--- src/ssu_pkg.sv ---
// Package: register map, field layout, types and helpers of the shift and swap unit
package ssu_pkg;

   localparam logic [7:0] SSU_OFS_WORK      = 8'h00;
   localparam logic [7:0] SSU_OFS_FLAGS     = 8'h04;
   localparam logic [7:0] SSU_OFS_CMD       = 8'h08;
   localparam logic [7:0] SSU_OFS_STAT      = 8'h0c;

   localparam int         SSU_FLG_W         = 4;
   localparam int         SSU_FLG_NULL      = 0;
   localparam int         SSU_FLG_SHOUT     = 1;
   localparam int         SSU_FLG_NIB       = 2;
   localparam int         SSU_FLG_WRAP      = 3;

   localparam int         SSU_CMD_OP_LSB    = 0;
   localparam int         SSU_CMD_MEM_BIT   = 3;
   localparam int         SSU_CMD_ADDR_LSB  = 8;
   localparam int         SSU_STAT_BUSY_BIT = 0;

   localparam logic [7:0] SSU_WORK_RST      = 8'h00;
   localparam logic [3:0] SSU_FLAGS_RST     = 4'h0;

   typedef enum logic [2:0] {
      SSU_OP_SHR_Z = 3'h0,
      SSU_OP_ROR_F = 3'h1,
      SSU_OP_SHL_Z = 3'h2,
      SSU_OP_ROL_F = 3'h3,
      SSU_OP_SWAP  = 3'h4
   } ssu_op_t;

   typedef struct packed {
      ssu_op_t    op;
      logic       to_mem;
      logic [7:0] addr;
   } ssu_cmd_t;

   typedef struct packed {
      logic [7:0] value;
      logic       flag;
   } ssu_res_t;

   typedef struct packed {
      logic       rd_en;
      logic       wr_en;
      logic [7:0] addr;
      logic [7:0] wdata;
   } ssu_mem_t;

   function automatic ssu_cmd_t ssu_decode_cmd(input logic [31:0] w);
      ssu_cmd_t c;
      c.op     = ssu_op_t'(w[SSU_CMD_OP_LSB +: 3]);
      c.to_mem = w[SSU_CMD_MEM_BIT];
      c.addr   = w[SSU_CMD_ADDR_LSB +: 8];
      return c;
   endfunction

   function automatic logic ssu_op_valid(input logic [31:0] w);
      return w[SSU_CMD_OP_LSB +: 3] <= 3'h4;
   endfunction

endpackage

--- src/ssu_shift_core.sv ---
// Combinational shifter, rotate-through-flag and nibble swap datapath
`timescale 1ns/1ps
`default_nettype none
module ssu_shift_core
   import ssu_pkg::*;
(
   input  wire ssu_op_t    op,
   input  wire logic [7:0] operand,
   input  wire logic       flag_in,
   output var  ssu_res_t   res
);

   always_comb begin
      res.value = operand;
      res.flag  = flag_in;
      case (op)
         SSU_OP_SHR_Z: begin // [RL1] [RL3]
            res.value = {1'b0, operand[7:1]};
            res.flag  = operand[0];
         end
         SSU_OP_ROR_F: begin // [RL2] [RL4]
            res.value = {flag_in, operand[7:1]};
            res.flag  = operand[0];
         end
         SSU_OP_SHL_Z: begin // [RL5] [RL7]
            res.value = {operand[6:0], 1'b0};
            res.flag  = operand[7];
         end
         SSU_OP_ROL_F: begin // [RL6] [RL8]
            res.value = {operand[6:0], flag_in};
            res.flag  = operand[7];
         end
         SSU_OP_SWAP: begin
            res.value = {operand[3:0], operand[7:4]}; // [RL9]
            res.flag  = flag_in; // [RL11]
         end
         default: begin
            res.value = operand;
            res.flag  = flag_in;
         end
      endcase
   end

endmodule
`default_nettype wire

--- src/ssu_top.sv ---
// Shift and swap unit: AHB-Lite registers, sequencer for memory operands, flags
//
// Contract
// [RL1] Right shift of working register: zero into bit 7, old bit 0 to flag.
// [RL2] Right rotate of working register: old flag into bit 7, old bit 0 to flag.
// [RL3] Right shift of memory byte: zero into bit 7, old bit 0 to flag.
// [RL4] Right rotate of memory byte: old flag into bit 7, old bit 0 to flag.
// [RL5] Left shift of working register: zero into bit 0, old bit 7 to flag.
// [RL6] Left rotate of working register: old flag into bit 0, old bit 7 to flag.
// [RL7] Left shift of memory byte: zero into bit 0, old bit 7 to flag.
// [RL8] Left rotate of memory byte: old flag into bit 0, old bit 7 to flag.
// [RL9] Nibble swap exchanges upper and lower halves of the working register.
// [RL10] Shifts and rotates change only the shift-out flag, even on zero result.
// [RL11] Nibble swap leaves all four status flags unchanged.
// [RL12] Memory operand: read byte, compute, write same address, working register untouched.
//
// Implementation choices: the register offsets and the AHB-Lite interface to the registers.
`timescale 1ns/1ps
`default_nettype none
module ssu_top
   import ssu_pkg::*;
(
   input  wire logic        CLK,
   input  wire logic        RESET_N,
   input  wire logic        HSEL,
   input  wire logic [31:0] HADDR,
   input  wire logic [1:0]  HTRANS,
   input  wire logic        HWRITE,
   input  wire logic [2:0]  HSIZE,
   input  wire logic        HREADY,
   input  wire logic [31:0] HWDATA,
   output var  logic [31:0] HRDATA,
   output var  logic        HREADYOUT,
   output var  logic        HRESP,
   output var  logic        MEM_RD_EN,
   output var  logic        MEM_WR_EN,
   output var  logic [7:0]  MEM_ADDR,
   output var  logic [7:0]  MEM_WDATA,
   input  wire logic [7:0]  MEM_RDATA,
   output var  logic [7:0]  WORK_REG,
   output var  logic [3:0]  FLAG_BITS,
   output var  logic        BUSY
);

   typedef enum logic [1:0] {ST_IDLE, ST_READ, ST_CALC, ST_WRITE} ssu_state_t;

   logic                 ap_valid_ff;
   logic                 nxt_ap_valid;
   logic                 ap_write_ff;
   logic                 nxt_ap_write;
   logic                 ap_hit_ff;
   logic                 nxt_ap_hit;
   logic [7:0]           ap_ofs_ff;
   logic [7:0]           nxt_ap_ofs;
   logic [31:0]          hrdata_ff;
   logic [31:0]          nxt_hrdata;
   logic                 hreadyout_ff;
   logic                 nxt_hreadyout;
   logic                 hresp_ff;
   logic                 nxt_hresp;
   logic [7:0]           work_ff;
   logic [7:0]           nxt_work;
   logic [SSU_FLG_W-1:0] flags_ff;
   logic [SSU_FLG_W-1:0] nxt_flags;
   ssu_state_t           state_ff;
   ssu_state_t           nxt_state;
   ssu_cmd_t             cmd_ff;
   ssu_cmd_t             nxt_cmd;
   ssu_mem_t             mem_ff;
   ssu_mem_t             nxt_mem;
   logic                 busy_ff;
   logic                 nxt_busy;

   logic                 wr_en;
   logic                 sw_work_wr;
   logic                 sw_flags_wr;
   ssu_cmd_t             new_cmd;
   logic                 cmd_go;
   logic                 reg_fire;
   logic                 mem_fire;
   ssu_op_t              core_op;
   logic [7:0]           core_operand;
   ssu_res_t             core_res;

   function automatic logic [31:0] read_mux(input logic [7:0] ofs);
      logic [31:0] d;
      d = 32'h0000_0000;
      case (ofs)
         SSU_OFS_WORK:  d[7:0] = work_ff;
         SSU_OFS_FLAGS: d[SSU_FLG_W-1:0] = flags_ff;
         SSU_OFS_CMD:   d = {16'h0000, cmd_ff.addr, 4'h0, cmd_ff.to_mem, cmd_ff.op};
         SSU_OFS_STAT:  d[SSU_STAT_BUSY_BIT] = busy_ff;
         default:       d = 32'h0000_0000;
      endcase
      return d;
   endfunction

   function automatic logic ofs_hit(input logic [31:0] a);
      return (a[31:8] == 24'h00_0000) && (a[1:0] == 2'h0) && (a[7:0] <= SSU_OFS_STAT);
   endfunction

   // Bus address phase; zero wait states, so the read word is fetched here
   always_comb begin
      nxt_ap_valid = 1'b0;
      nxt_ap_write = 1'b0;
      nxt_ap_hit   = 1'b0;
      nxt_ap_ofs   = ap_ofs_ff;
      nxt_hrdata   = hrdata_ff;
      // Zero wait states and always OKAY, still launched from a flop
      nxt_hreadyout = 1'b1;
      nxt_hresp     = 1'b0;
      if (HSEL && HREADY && HTRANS[1]) begin
         nxt_ap_valid = 1'b1;
         nxt_ap_write = HWRITE;
         nxt_ap_hit   = ofs_hit(HADDR);
         nxt_ap_ofs   = HADDR[7:0];
         if (!HWRITE) begin
            nxt_hrdata = ofs_hit(HADDR) ? read_mux(HADDR[7:0]) : 32'h0000_0000;
         end
      end
   end

   always_ff @(posedge CLK or negedge RESET_N) begin
      if (!RESET_N) begin
         ap_valid_ff <= 1'b0;
         ap_write_ff <= 1'b0;
         ap_hit_ff   <= 1'b0;
         ap_ofs_ff   <= 8'h00;
         hrdata_ff   <= 32'h0000_0000;
         hreadyout_ff <= 1'b1;
         hresp_ff     <= 1'b0;
      end else begin
         ap_valid_ff <= nxt_ap_valid;
         ap_write_ff <= nxt_ap_write;
         ap_hit_ff   <= nxt_ap_hit;
         ap_ofs_ff   <= nxt_ap_ofs;
         hrdata_ff   <= nxt_hrdata;
         hreadyout_ff <= nxt_hreadyout;
         hresp_ff     <= nxt_hresp;
      end
   end

   assign wr_en       = ap_valid_ff && ap_write_ff && ap_hit_ff;
   assign sw_work_wr  = wr_en && (ap_ofs_ff == SSU_OFS_WORK);
   assign sw_flags_wr = wr_en && (ap_ofs_ff == SSU_OFS_FLAGS);
   assign new_cmd     = ssu_decode_cmd(HWDATA);
   // Commands while busy or with unknown codes are dropped; STAT shows busy
   assign cmd_go      = wr_en && (ap_ofs_ff == SSU_OFS_CMD) && (state_ff == ST_IDLE)
                        && ssu_op_valid(HWDATA);
   // Swap has no memory form, so its memory bit is ignored
   assign mem_fire    = cmd_go && new_cmd.to_mem && (new_cmd.op != SSU_OP_SWAP);
   assign reg_fire    = cmd_go && !mem_fire;

   assign core_op      = (state_ff == ST_CALC) ? cmd_ff.op : new_cmd.op;
   assign core_operand = (state_ff == ST_CALC) ? MEM_RDATA : work_ff; // [RL12]

   ssu_shift_core u_core (
      .op      (core_op),
      .operand (core_operand),
      .flag_in (flags_ff[SSU_FLG_SHOUT]),
      .res     (core_res)
   );

   // Datapath state and memory sequencer
   always_comb begin
      nxt_work     = work_ff;
      nxt_flags    = flags_ff;
      nxt_state    = state_ff;
      nxt_cmd      = cmd_ff;
      nxt_mem      = mem_ff;
      nxt_mem.rd_en = 1'b0;
      nxt_mem.wr_en = 1'b0;
      if (sw_work_wr) begin
         nxt_work = HWDATA[7:0];
      end
      if (sw_flags_wr) begin
         nxt_flags = HWDATA[SSU_FLG_W-1:0];
      end
      case (state_ff)
         ST_IDLE: begin
            if (mem_fire) begin // [RL12]
               nxt_cmd       = new_cmd;
               nxt_mem.rd_en = 1'b1;
               nxt_mem.addr  = new_cmd.addr;
               nxt_state     = ST_READ;
            end else if (reg_fire) begin
               nxt_work                = core_res.value; // [RL1] [RL2] [RL5] [RL6] [RL9]
               nxt_flags[SSU_FLG_SHOUT] = core_res.flag; // [RL10] [RL11]
            end
         end
         ST_READ: begin
            nxt_state = ST_CALC;
         end
         ST_CALC: begin
            // Hardware flag update is applied last so it beats a software write
            nxt_mem.wr_en            = 1'b1;
            nxt_mem.wdata            = core_res.value; // [RL3] [RL4] [RL7] [RL8]
            nxt_flags[SSU_FLG_SHOUT] = core_res.flag; // [RL10]
            nxt_state                = ST_WRITE;
         end
         ST_WRITE: begin
            nxt_state = ST_IDLE;
         end
         default: begin
            nxt_state = ST_IDLE;
         end
      endcase
      nxt_busy = (nxt_state != ST_IDLE);
   end

   always_ff @(posedge CLK or negedge RESET_N) begin
      if (!RESET_N) begin
         work_ff  <= SSU_WORK_RST;
         flags_ff <= SSU_FLAGS_RST;
         state_ff <= ST_IDLE;
         cmd_ff   <= '0;
         mem_ff   <= '0;
         busy_ff  <= 1'b0;
      end else begin
         work_ff  <= nxt_work;
         flags_ff <= nxt_flags;
         state_ff <= nxt_state;
         cmd_ff   <= nxt_cmd;
         mem_ff   <= nxt_mem;
         busy_ff  <= nxt_busy;
      end
   end

   assign HRDATA    = hrdata_ff;
   assign HREADYOUT = hreadyout_ff;
   assign HRESP     = hresp_ff;
   assign MEM_RD_EN = mem_ff.rd_en;
   assign MEM_WR_EN = mem_ff.wr_en;
   assign MEM_ADDR  = mem_ff.addr;
   assign MEM_WDATA = mem_ff.wdata;
   assign WORK_REG  = work_ff;
   assign FLAG_BITS = flags_ff;
   assign BUSY      = busy_ff;

   function automatic logic [2:0] other_flags(input logic [SSU_FLG_W-1:0] f);
      return {f[SSU_FLG_WRAP], f[SSU_FLG_NIB], f[SSU_FLG_NULL]};
   endfunction
endmodule
`default_nettype wire

--- config.mk ---
export PLATFORM = sky130hd
export DESIGN_NAME = ssu_top
export DESIGN_NICKNAME = d
export VERILOG_FILES = /design/src/ssu_pkg.sv /design/src/ssu_shift_core.sv /design/src/ssu_top.sv
export SDC_FILE = /design/constraint.sdc
export NUM_CORES = 1
export LEC_CHECK = 0
export BUFFER_PORTS_ARGS = -buffer_cell sky130_fd_sc_hd__buf_2
export CORE_ASPECT_RATIO = 1.4
export CORE_MARGIN = 2
export CORE_UTILIZATION = 48
export DETAILED_ROUTE_END_ITERATION = 7
export GPL_TIMING_DRIVEN = 0
export PLACE_DENSITY = 0.8
export SLEW_MARGIN = 20
export SYNTH_ARGS = -nofsm -noshare
export SYNTH_HDL_FRONTEND = slang
export SYNTH_SLANG_ARGS = --single-unit
--- constraint.sdc ---
create_clock -name CLK -period 2.5 [get_ports CLK]
set_input_delay 0.25 -clock CLK [delete_from_list [all_inputs] [get_ports CLK]]
set_output_delay 0.25 -clock CLK [all_outputs]
set_load 0.05 [all_outputs]
==> results of run 1 <==
[worst max-delay path by stage]
stage | slack (ns) | start | to
after global placement | 0.06 | state_ff[0]$_DFF_PN0_ | MEM_WDATA[6]$_DFFE_PN0P_
after floorplan | 0.42 | state_ff[0]$_DFF_PN0_ | MEM_WDATA[2]$_DFFE_PN0P_
after CTS | 0.02 | state_ff[0]$_DFF_PN0_ | WORK_REG[6]$_DFF_PN0_
after global routing | 0.04 | state_ff[0]$_DFF_PN0_ | MEM_WDATA[3]$_DFFE_PN0P_
after detailed placement | 0.01 | state_ff[0]$_DFF_PN0_ | MEM_WDATA[6]$_DFFE_PN0P_
final | 0.16 | ap_ofs_ff[5]$_DFFE_PN0P_ | WORK_REG[1]$_DFF_PN0_
[metrics by stage]
step	utilization	worst slack (ns)	cells	power [mW]	hold slack [ns]
floorplan	-	0.420	326	1.39	-0.0456
global placement	0.602	0.0599	528	1.50	0.454
detailed placement	0.602	0.0101	528	1.51	0.394
CTS	0.633	0.0208	544	2.50	0.00709
global route	0.636	0.0411	544	2.57	0.0511
finish	0.636	0.161	544	2.48	-0.0188
[registers in the layout, indices dropped and copies added (netlist names)]
register and cells:
WORK_REG 8, HRDATA 16, MEM_WR_EN 1, ap_valid_ff 1, ap_ofs_ff 8, MEM_WDATA 8
FLAG_BITS 4, MEM_ADDR 8, cmd_ff 4, BUSY 1, MEM_RD_EN 1, ap_hit_ff 1
ap_write_ff 1, state_ff 2
[repair_timing]
action / 4_1_cts / 5_1_grt
gates resized for setup: 0 / 6
setup endpoints to repair: 0 / 14
buffers inserted: 0 / 0
[layout make-up]
type / instances / area, um^2
Fill cell: 589 / 2560
Clock inverter: 3 / 65.1
Timing Repair Buffer: 107 / 538
Tap cell: 95 / 119
Clock buffer: 13 / 149
Inverter: 13 / 48.8
Buffer: 40 / 272
Sequential cell: 64 / 1600
Multi-Input combinational cell: 209 / 1680
[cell families after synthesis]
logic type,count (synthesis)
multiplexers,67
other,2
AND/OR/NAND/NOR,77
flip-flops,64
buffers and inverters,53
adder cells (fa/ha/maj),2
AO/OA/AOI/OAI,45
[layout by cell type, fill, tap and decap left out, types with 2 or more instances in the layout]
cell type,count
mux2_2,39
mux2_4,7
or4_1,3
nand2_1,21
mux2i_1,17
buf_4,29
clkbuf_8,10
clkbuf_1,9
conb_1,18
nor2_1,9
inv_1,13
buf_2,107
bufinv_16,2
a222oi_1,6
ha_1,2
nor3b_1,3
nand3_1,2
buf_1,2
o21a_1,3
dfrtp_1,64
o41ai_1,4
clkbuf_4,2
nand2b_1,5
and2_1,2
mux2i_2,3
or3b_2,8
nor3_1,4
nor4_1,4
o21ai_0,17
or2_2,3
a21oi_1,5
nor4_4,3
[where the power goes]
part	leakage [nW]	switching, mW	total, mW	internal, mW
clock	0.108	0.396	0.985	0.589
sequential	0.866	0.0306	1.11	1.08
combinational	1.31	0.254	0.383	0.129
[layer usage]
layer / part of all wire / GRT usage / wire length [um]
met2: 0.53 / 0.401 / 4680
met3: 0.066 / 0.0634 / 584
met1: 0.39 / 0.250 / 3440
met4: 0.020 / 0.0909 / 181
met5: 0 / 0 / 0
==> results.py, run 1 <==
metrics = {
    "clock_tree": {
        "root_buffer": "clkbuf_8",
        "numCtsBuffers": 9,
        "htreeDepth": 3,
        "clock-sinks": 64,
        "cts_tree": "built",
        "hold_buffers": 0,
        "clock_latency_ns": 0.35,
        "clkTransAtPathRegs_ns": 0.07,
        "cts.path.max_buffers": 2,
    },
    "yosys": {
        "synth_area_leaders": "dfrtp_1 (46%), mux2_2 (12%), buf_4 (6.0%)",
        "syn_area_um2": 3520,
        "ys_ff_latch": 64,
        "syn_inst": 310,
        "yosysWarnings": 0,
        "synth_common_cells": "dfrtp_1 (64), mux2_2 (39), buf_4 (28), nand2_1 (21), mux2i_1 (20)",
        "ys_types": 49,
        "synth-edff-count": 0,
        "synthAdderAreaFrac": 0.00712,
        "synth_top_family_by_area": "multiplexers",
        "synth-simple-area-share": 0.140,
        "synth_compound_gate_area_share": 0.0872,
        "seq_area_frac_synth": 0.456,
        "synth_top_area_frac": 0.456,
        "synthFlopType": "dfrtp_1",
        "synth_xor_area_frac": 0,
        "synthMuxAreaShare": 0.218,
        "synth_top_area_cell": "dfrtp_1",
        "yosysMostFrequentCell": "dfrtp_1",
        "ys_async_sr_fraction": 1.00,
        "syn-mean-instance-area_um2": 11.3,
    },
    "timing": {
        "worst_pin_slew_ns": 0.797,
        "rsz0062_at_grt": "no",
        "whs_ns": -0.0188,
        "relSlewSlack": 0.469,
        "clock_skew_ns": 0.0107,
        "final.setup.tns_ns": 0,
        "hold_violations": 17,
        "setup_viol_count_final": 0,
        "fmax_mhz": 427,
        "period_share": 0.936,
        "min_period_ns": 2.34,
        "maxSlewViolCount": 0,
    },
    "floorplan": {
        "die_h_um": 105,
        "io_pins": 147,
        "rows": 36,
        "fp.dieArea_um2": 8030,
        "core-area_um2": 7030,
        "die_w_um": 76.3,
        "start_util": 0.500,
    },
    "worst_setup_path": {
        "ff2ff_path_depth": 4,
        "slowest_stage": "or4_4",
        "crit_top_cell": "mux2_2",
        "path_delay_family": "simple AND/OR/NAND/NOR gates",
        "timing.rr.start": "ap_ofs_ff[5]$_DFFE_PN0P_",
        "endpoint_kind": "flip-flop",
        "path_max_fanout": 8,
        "worstPathArrival_ns": 2.57,
        "critPathKind": "flip-flop to flip-flop",
        "reg2reg_to": "WORK_REG[1]$_DFF_PN0_",
        "cp.buffers_inverters": 0,
        "crit_path_max_incr_delay_ns": 0.60,
        "startpoint_type": "flip-flop",
        "crit_required_ns": 2.73,
        "reg2reg_slack_ns": 0.16,
        "cp_cell_sequence": "or4_4, nor4_4, mux2_2, mux2_2",
        "cp_num_cells": 4,
    },
    "power_and_ir_drop": {
        "peakVddDrop_v": 0.000515,
        "power.leakage_nw": 2.29,
        "p_per_area_nw_per_um2": 555,
    },
    "global_route": {
        "grt_pass1_wl_mm": 14.1,
        "overflow": 0,
        "antenna_found_initial": 0,
        "track_usage": 0.224,
        "first_global_vias": 2923,
        "grt_max_degree": 65,
    },
    "worst_hold_path": {
        "hp-class": "input port to async pin",
    },
    "placed_design": {
        "dpl_cell_area_um2": 4230,
        "gp_congestion": 0.887,
        "numPortBuffers": 107,
        "dp_hpwl_mm": 6.76,
    },
    "finish": {
        "drive_gt1_frac": 0.488,
        "area_growth_syn_to_layout_pct": 27.1,
        "fin_area_um2": 4470,
        "diodes": 0,
        "final_nets": 528,
    },
    "detailed_routing": {
        "post_drt_wl_per_cell_um": 16.3,
        "remaining_drc_errors": 0,
        "ant_nets": 0,
        "viasPerCell": 5.21,
        "via_count": 2836,
        "first_pass_iters": 5,
        "wl_mm": 8.89,
        "drt_iter0_markers": 195,
    },
    "run_status": {
        "violations": "negative hold slack",
        "status": "finished, violations left",
    },
    "job": {
        "max_cap_viol_count": 0,
    },
}
Note: power is estimated with default switching activity, not from simulation.
==> run 2, diff against run 1 <==
--- a/config.mk
+++ b/config.mk
@@ -8,10 +8,10 @@
 export BUFFER_PORTS_ARGS = -buffer_cell sky130_fd_sc_hd__buf_2
 export CORE_ASPECT_RATIO = 1.4
 export CORE_MARGIN = 2
-export CORE_UTILIZATION = 48
+export CORE_UTILIZATION = 44
 export DETAILED_ROUTE_END_ITERATION = 7
 export GPL_TIMING_DRIVEN = 0
-export PLACE_DENSITY = 0.8
+export PLACE_DENSITY = 0.77
 export SLEW_MARGIN = 20
 export SYNTH_ARGS = -nofsm -noshare
 export SYNTH_HDL_FRONTEND = slang
==> constraint.sdc (replaced) <==
create_clock -name CLK -period 1.9 [get_ports CLK]
set_input_delay 0.19 -clock CLK [delete_from_list [all_inputs] [get_ports CLK]]
set_output_delay 0.19 -clock CLK [all_outputs]
set_load 0.05 [all_outputs]
==> run 2 against run 1 <==
The flow finishes with violations (negative setup slack). Utilization increased by 0.30 points. Worst hold slack improved by 0.092 ns. Sequential share of layout area decreased by 3.5 points. Via count increased by 5.0%. Critical path depth increased by 3. Global-route usage decreased by 0.30 points. Power increased by 36%. Final cell count increased by 5.5%. Largest cell class unchanged. Largest power group unchanged.
==> results.py, run 2 (synthesized netlist as in run 1, its figures left out) <==
metrics = {
    "clock_tree": {
        "clock-sinks": 64,
        "cts.path.max_buffers": 2,
        "root_buffer": "clkbuf_8",
        "numCtsBuffers": 9,
        "clock_latency_ns": 0.34,
        "clkTransAtPathRegs_ns": 0.07,
        "cts_tree": "built",
        "htreeDepth": 3,
    },
    "worst_setup_path": {
        "slowest_stage": "dfrtp_1",
        "path_max_fanout": 6,
        "endpoint_kind": "flip-flop",
        "crit_top_cell": "mux2_4",
        "crit_required_ns": 2.19,
        "timing.rr.start": "state_ff[0]$_DFF_PN0_",
        "reg2reg_to": "MEM_WDATA[3]$_DFFE_PN0P_",
        "path_delay_family": "multiplexers",
        "cp_cell_sequence": "inv_2, ha_4, mux2i_4, mux2_4, a222oi_1, buf_4, mux2_4",
        "startpoint_type": "flip-flop",
        "critPathKind": "flip-flop to flip-flop",
        "crit_path_max_incr_delay_ns": 0.39,
        "reg2reg_slack_ns": -0.15,
        "worstPathArrival_ns": 2.34,
        "ff2ff_path_depth": 7,
        "cp.buffers_inverters": 2,
    },
    "global_route": {
        "grt_max_degree": 65,
        "antenna_found_initial": 0,
        "grt_pass1_wl_mm": 14.5,
        "first_global_vias": 2938,
        "overflow": 0,
        "track_usage": 0.221,
    },
    "timing": {
        "worst_slack_ns": -0.153,
        "maxSlewViolCount": 0,
        "hold_violations": 0,
        "period_share": 1.08,
        "final.setup.tns_ns": -2.47,
        "whs_ns": 0.0728,
        "min_period_ns": 2.05,
        "rsz0062_at_grt": "yes",
        "clock_skew_ns": 0.00712,
        "relSlewSlack": 0.460,
        "setup_viol_count_final": 30,
        "worst_pin_slew_ns": 0.810,
        "fmax_mhz": 487,
    },
    "detailed_routing": {
        "post_drt_wl_per_cell_um": 16.7,
        "via_count": 2977,
        "viasPerCell": 5.19,
        "first_pass_iters": 6,
        "ant_nets": 0,
        "wl_mm": 9.59,
        "remaining_drc_errors": 0,
        "drt_iter0_markers": 233,
    },
    "finish": {
        "diodes": 0,
        "final_nets": 553,
        "mostFrequentLayoutCell": "buf_2",
        "regArea_um2": 1600,
        "drive_gt1_frac": 0.540,
        "largest_reg_flops": 16,
        "multi_input_area_um2": 1870,
        "layout_common_cells": "buf_2 (106), dfrtp_1 (64), buf_4 (49), mux2_4 (23), mux2_2 (23)",
        "area_growth_syn_to_layout_pct": 40.9,
        "fillers": 635,
    },
    "floorplan": {
        "core-area_um2": 7750,
        "rows": 38,
        "fp.dieArea_um2": 8730,
        "start_util": 0.454,
        "die_w_um": 79.6,
        "io_pins": 147,
        "die_h_um": 110,
    },
    "power_and_ir_drop": {
        "p_total_mw": 3.37,
        "peakVddDrop_v": 0.000415,
        "p_per_area_nw_per_um2": 680,
        "power.leakage_nw": 2.49,
    },
    "worst_hold_path": {
        "hp-start": "HWDATA[14]",
        "min_to": "MEM_ADDR[6]$_DFFE_PN0P_",
        "hp-class": "input port to flip-flop",
        "hold_path_depth": 2,
    },
    "placed_design": {
        "dp_hpwl_mm": 6.63,
        "place_ws_ns": -0.449,
        "gp_congestion": 0.917,
        "numPortBuffers": 107,
    },
    "job": {
        "max_cap_viol_count": 0,
    },
    "run_status": {
        "violations": "negative setup slack",
        "status": "finished, violations left",
    },
}
==> run 2: cell count changes in the layout (fill, tap and decap cells not counted), sizes merged <==
cell         change
clkbuf           -1
dlygate4sd3      +1
clkinv           -1
buf             +26
==> run 2: how the worst max path moves through the flow <==
stage,start,end,slack (ns),depth (start not counted)
2_1_floorplan,ap_ofs_ff[5]$_DFFE_PN0P_,WORK_REG[1]$_DFF_PN0_,-0.16,4
3_3_place_gp,ap_ofs_ff[5]$_DFFE_PN0P_,WORK_REG[6]$_DFF_PN0_,-0.38,4
3_5_place_dp,ap_ofs_ff[5]$_DFFE_PN0P_,WORK_REG[2]$_DFF_PN0_,-0.45,4
4_1_cts,ap_ofs_ff[6]$_DFFE_PN0P_,WORK_REG[2]$_DFF_PN0_,-0.25,5
5_1_grt,state_ff[0]$_DFF_PN0_,MEM_WDATA[1]$_DFFE_PN0P_,-0.20,9
6_report,state_ff[0]$_DFF_PN0_,MEM_WDATA[3]$_DFFE_PN0P_,-0.15,7
==> run 2: where the power goes <==
group | switching, mW | internal [mW]
Clock | 0.510 | 0.848
Sequential | 0.0385 | 1.42
Combinational | 0.351 | 0.198
==> run 2: worst register-to-register path: stages (launching register included) <==
cell      delay, ns
dfrtp_1        0.39
inv_2          0.09
ha_4           0.22
mux2i_4        0.32
mux2_4         0.32
a222oi_1       0.34
buf_4          0.19
mux2_4         0.13
==> run 2: routing by layer <==
metal  share of wire  GRT usage
met5               0          0
met4           0.033     0.0973
met3           0.062     0.0583
met2            0.52      0.394
met1            0.39      0.246
==> run 2: area by class of cell <==
cell class	count	area share
buffer	38	0.0571
clock buffer	14	0.0349
clock inverter	2	0.0121
inverter	13	0.00985
multi-input combinational	209	0.378
sequential	64	0.323
tap	100	0.0253
timing repair buffer	134	0.159
==> run 2: per-stage QoR <==
step	utilization	cell area, um^2	std cells
final	0.639	4950	574
after CTS	0.620	4810	561
after global placement	0.552	4270	533
after floorplan	-	3610	326
after detailed placement	0.552	4280	533
after global routing	0.639	4950	574
==> run 2: timing repair <==
action	CTS	global route
endpoints found under the setup margin	30	29
hold buffers	1	0
gates resized for setup	38	16
buffers inserted	11	14
gates cloned	1	0
pin swaps	10	10
hold endpoints to repair	64	0
==> run 3, diff against run 2 <==
--- a/config.mk
+++ b/config.mk
@@ -9,8 +9,8 @@
 export CORE_ASPECT_RATIO = 1.4
 export CORE_MARGIN = 2
 export CORE_UTILIZATION = 44
+export CTS_CLUSTER_SIZE = 28
 export DETAILED_ROUTE_END_ITERATION = 7
-export GPL_TIMING_DRIVEN = 0
 export PLACE_DENSITY = 0.77
 export SLEW_MARGIN = 20
 export SYNTH_ARGS = -nofsm -noshare
==> constraint.sdc (replaced) <==
create_clock -name CLK -period 1.9 [get_ports CLK]
set_input_delay 0.095 -clock CLK [delete_from_list [all_inputs] [get_ports CLK]]
set_output_delay 0.095 -clock CLK [all_outputs]
set_load 0.05 [all_outputs]
==> run 3 against run 2 <==
The flow still finishes with violations (negative setup slack). Worst hold slack better by 0.012 ns. Global-route usage grew 0.085 points. Sequential share of layout area rose by 0.17 points. Largest cell class unchanged. Maximum frequency grew 0.67%. Highest routed layer unchanged.
==> results.py, run 3 (synthesized netlist as in run 1, its figures left out) <==
metrics = {
    "finish": {
        "area_growth_syn_to_layout_pct": 40.1,
        "mostFrequentLayoutCell": "buf_2",
        "largest_reg_flops": 16,
        "fillers": 612,
        "multi_input_area_um2": 1850,
        "regArea_um2": 1600,
        "fin_area_um2": 4930,
        "drive_gt1_frac": 0.530,
        "diodes": 0,
        "final_nets": 545,
        "layout_common_cells": "buf_2 (108), dfrtp_1 (64), buf_4 (33), mux2_2 (26)",
    },
    "placed_design": {
        "gp_congestion": 1.02,
        "numPortBuffers": 108,
        "dpl_cell_area_um2": 4290,
        "place_ws_ns": -0.190,
        "dp_hpwl_mm": 6.74,
    },
    "floorplan": {
        "die_h_um": 110,
        "fp.dieArea_um2": 8730,
        "core-area_um2": 7750,
        "rows": 38,
        "die_w_um": 79.6,
        "start_util": 0.454,
        "io_pins": 147,
    },
    "clock_tree": {
        "cts_tree": "built",
        "clkTransAtPathRegs_ns": 0.08,
        "numCtsBuffers": 9,
        "cts.path.max_buffers": 2,
        "root_buffer": "clkbuf_8",
        "clock_latency_ns": 0.36,
        "clock-sinks": 64,
        "htreeDepth": 3,
    },
    "global_route": {
        "grt_pass1_wl_mm": 14.7,
        "track_usage": 0.222,
        "first_global_vias": 3040,
        "grt_max_degree": 42,
        "overflow": 0,
        "antenna_found_initial": 0,
    },
    "power_and_ir_drop": {
        "peakVddDrop_v": 0.000472,
        "p_per_area_nw_per_um2": 701,
        "power.leakage_nw": 2.45,
        "p_total_mw": 3.45,
    },
    "timing": {
        "maxSlewViolCount": 0,
        "setup_viol_count_final": 21,
        "period_share": 1.07,
        "hold_violations": 0,
        "min_period_ns": 2.04,
        "clock_skew_ns": 0.0128,
        "whs_ns": 0.0844,
        "worst_pin_slew_ns": 0.618,
        "fmax_mhz": 490,
        "worst_slack_ns": -0.140,
        "rsz0062_at_grt": "yes",
        "relSlewSlack": 0.588,
    },
    "worst_setup_path": {
        "cp_num_cells": 6,
        "path_delay_family": "multiplexers",
        "cp_cell_sequence": "inv_2, ha_4, mux2_4, mux2_4, a222oi_1, mux2_4",
        "reg2reg_to": "WORK_REG[1]$_DFF_PN0_",
        "timing.rr.start": "state_ff[0]$_DFF_PN0_",
        "crit_path_max_incr_delay_ns": 0.40,
        "worstPathArrival_ns": 2.34,
        "startpoint_type": "flip-flop",
        "setup.worst_path.start": "state_ff[0]$_DFF_PN0_",
        "endpoint": "WORK_REG[1]$_DFF_PN0_",
        "cp.buffers_inverters": 1,
        "endpoint_kind": "flip-flop",
        "reg2reg_slack_ns": -0.14,
        "crit_required_ns": 2.20,
        "path_max_fanout": 6,
        "ff2ff_path_depth": 6,
        "slowest_stage": "dfrtp_1",
        "critPathKind": "flip-flop to flip-flop",
        "crit_top_cell": "mux2_4",
    },
    "detailed_routing": {
        "post_drt_wl_per_cell_um": 16.9,
        "first_pass_iters": 5,
        "ant_nets": 0,
        "wl_mm": 9.56,
        "remaining_drc_errors": 0,
        "drt_iter0_markers": 152,
        "viasPerCell": 5.31,
        "via_count": 3005,
    },
    "run_status": {
        "violations": "negative setup slack",
        "status": "finished, violations left",
    },
    "job": {
        "max_cap_viol_count": 0,
    },
    "worst_hold_path": {
        "hp-class": "input port to flip-flop",
    },
}
run 3: final cells by class:
| type | count | area share |
|---|---|---|
| Tap cell | 100 | 0.0254 |
| Timing Repair Buffer | 164 | 0.214 |
| Clock buffer | 9 | 0.0251 |
| Sequential cell | 64 | 0.325 |
| Inverter | 13 | 0.00991 |
| Clock inverter | 7 | 0.0241 |
| Multi-Input combinational cell | 209 | 0.376 |
run 3: what timing repair did:
| action | 4_1_cts | 5_1_grt |
|---|---|---|
| pin swaps | 9 | 7 |
| hold buffers | 15 | 0 |
| resized for setup | 22 | 21 |
| buffers inserted | 5 | 7 |
| endpoints found under the hold margin | 37 | 0 |
| setup endpoints to repair | 26 | 36 |
run 3: stage by stage:
| stage | instances | setup TNS (ns) | utilization |
|---|---|---|---|
| 5_1_grt | 566 | -2.75 | 0.636 |
| 3_5_place_dp | 525 | -2.65 | 0.553 |
| 6_report | 566 | -1.22 | 0.636 |
| 4_1_cts | 560 | -0.968 | 0.619 |
| 2_1_floorplan | 326 | -1.58 | - |
| 3_3_place_gp | 525 | -1.91 | 0.553 |
run 3: tightest hold or removal path: cells and delay by family:
family / cells / cell delay, ns
multiplexers: 1 / 0.06
buffers and inverters: 1 / 0.08
AO/OA/AOI/OAI: 1 / 0.15
run 3: routing by layer:
metal / up-vias / global-route usage / routed length (um)
li1: 1387 / - / -
met1: 1459 / 0.253 / 3740
met2: 126 / 0.384 / 4880
met3: 33 / 0.0468 / 563
met4: 0 / 0.126 / 374
met5: - / 0 / 0
run 3: worst min-delay path by stage:
stage / start / endpoint / slack (ns) / cells after the start
CTS: HWDATA[7] / WORK_REG[7]$_DFF_PN0_ / 0.05 / 3
finish: HWDATA[7] / WORK_REG[7]$_DFF_PN0_ / 0.08 / 3
detailed placement: RESET_N / MEM_WDATA[0]$_DFFE_PN0P_ / 0.12 / 1
global placement: RESET_N / MEM_WDATA[0]$_DFFE_PN0P_ / 0.10 / 1
global route: HWDATA[3] / FLAG_BITS[3]$_DFFE_PN0N_ / 0.09 / 2
floorplan: RESET_N / BUSY$_DFF_PN0_ / -0.20 / 0
run 3: report_power, final:
| part | internal (mW) | switching (mW) |
|---|---|---|
| Combinational | 0.194 | 0.353 |
| Sequential | 1.42 | 0.0363 |
| Clock | 0.873 | 0.577 |
| Total | 2.49 | 0.966 |
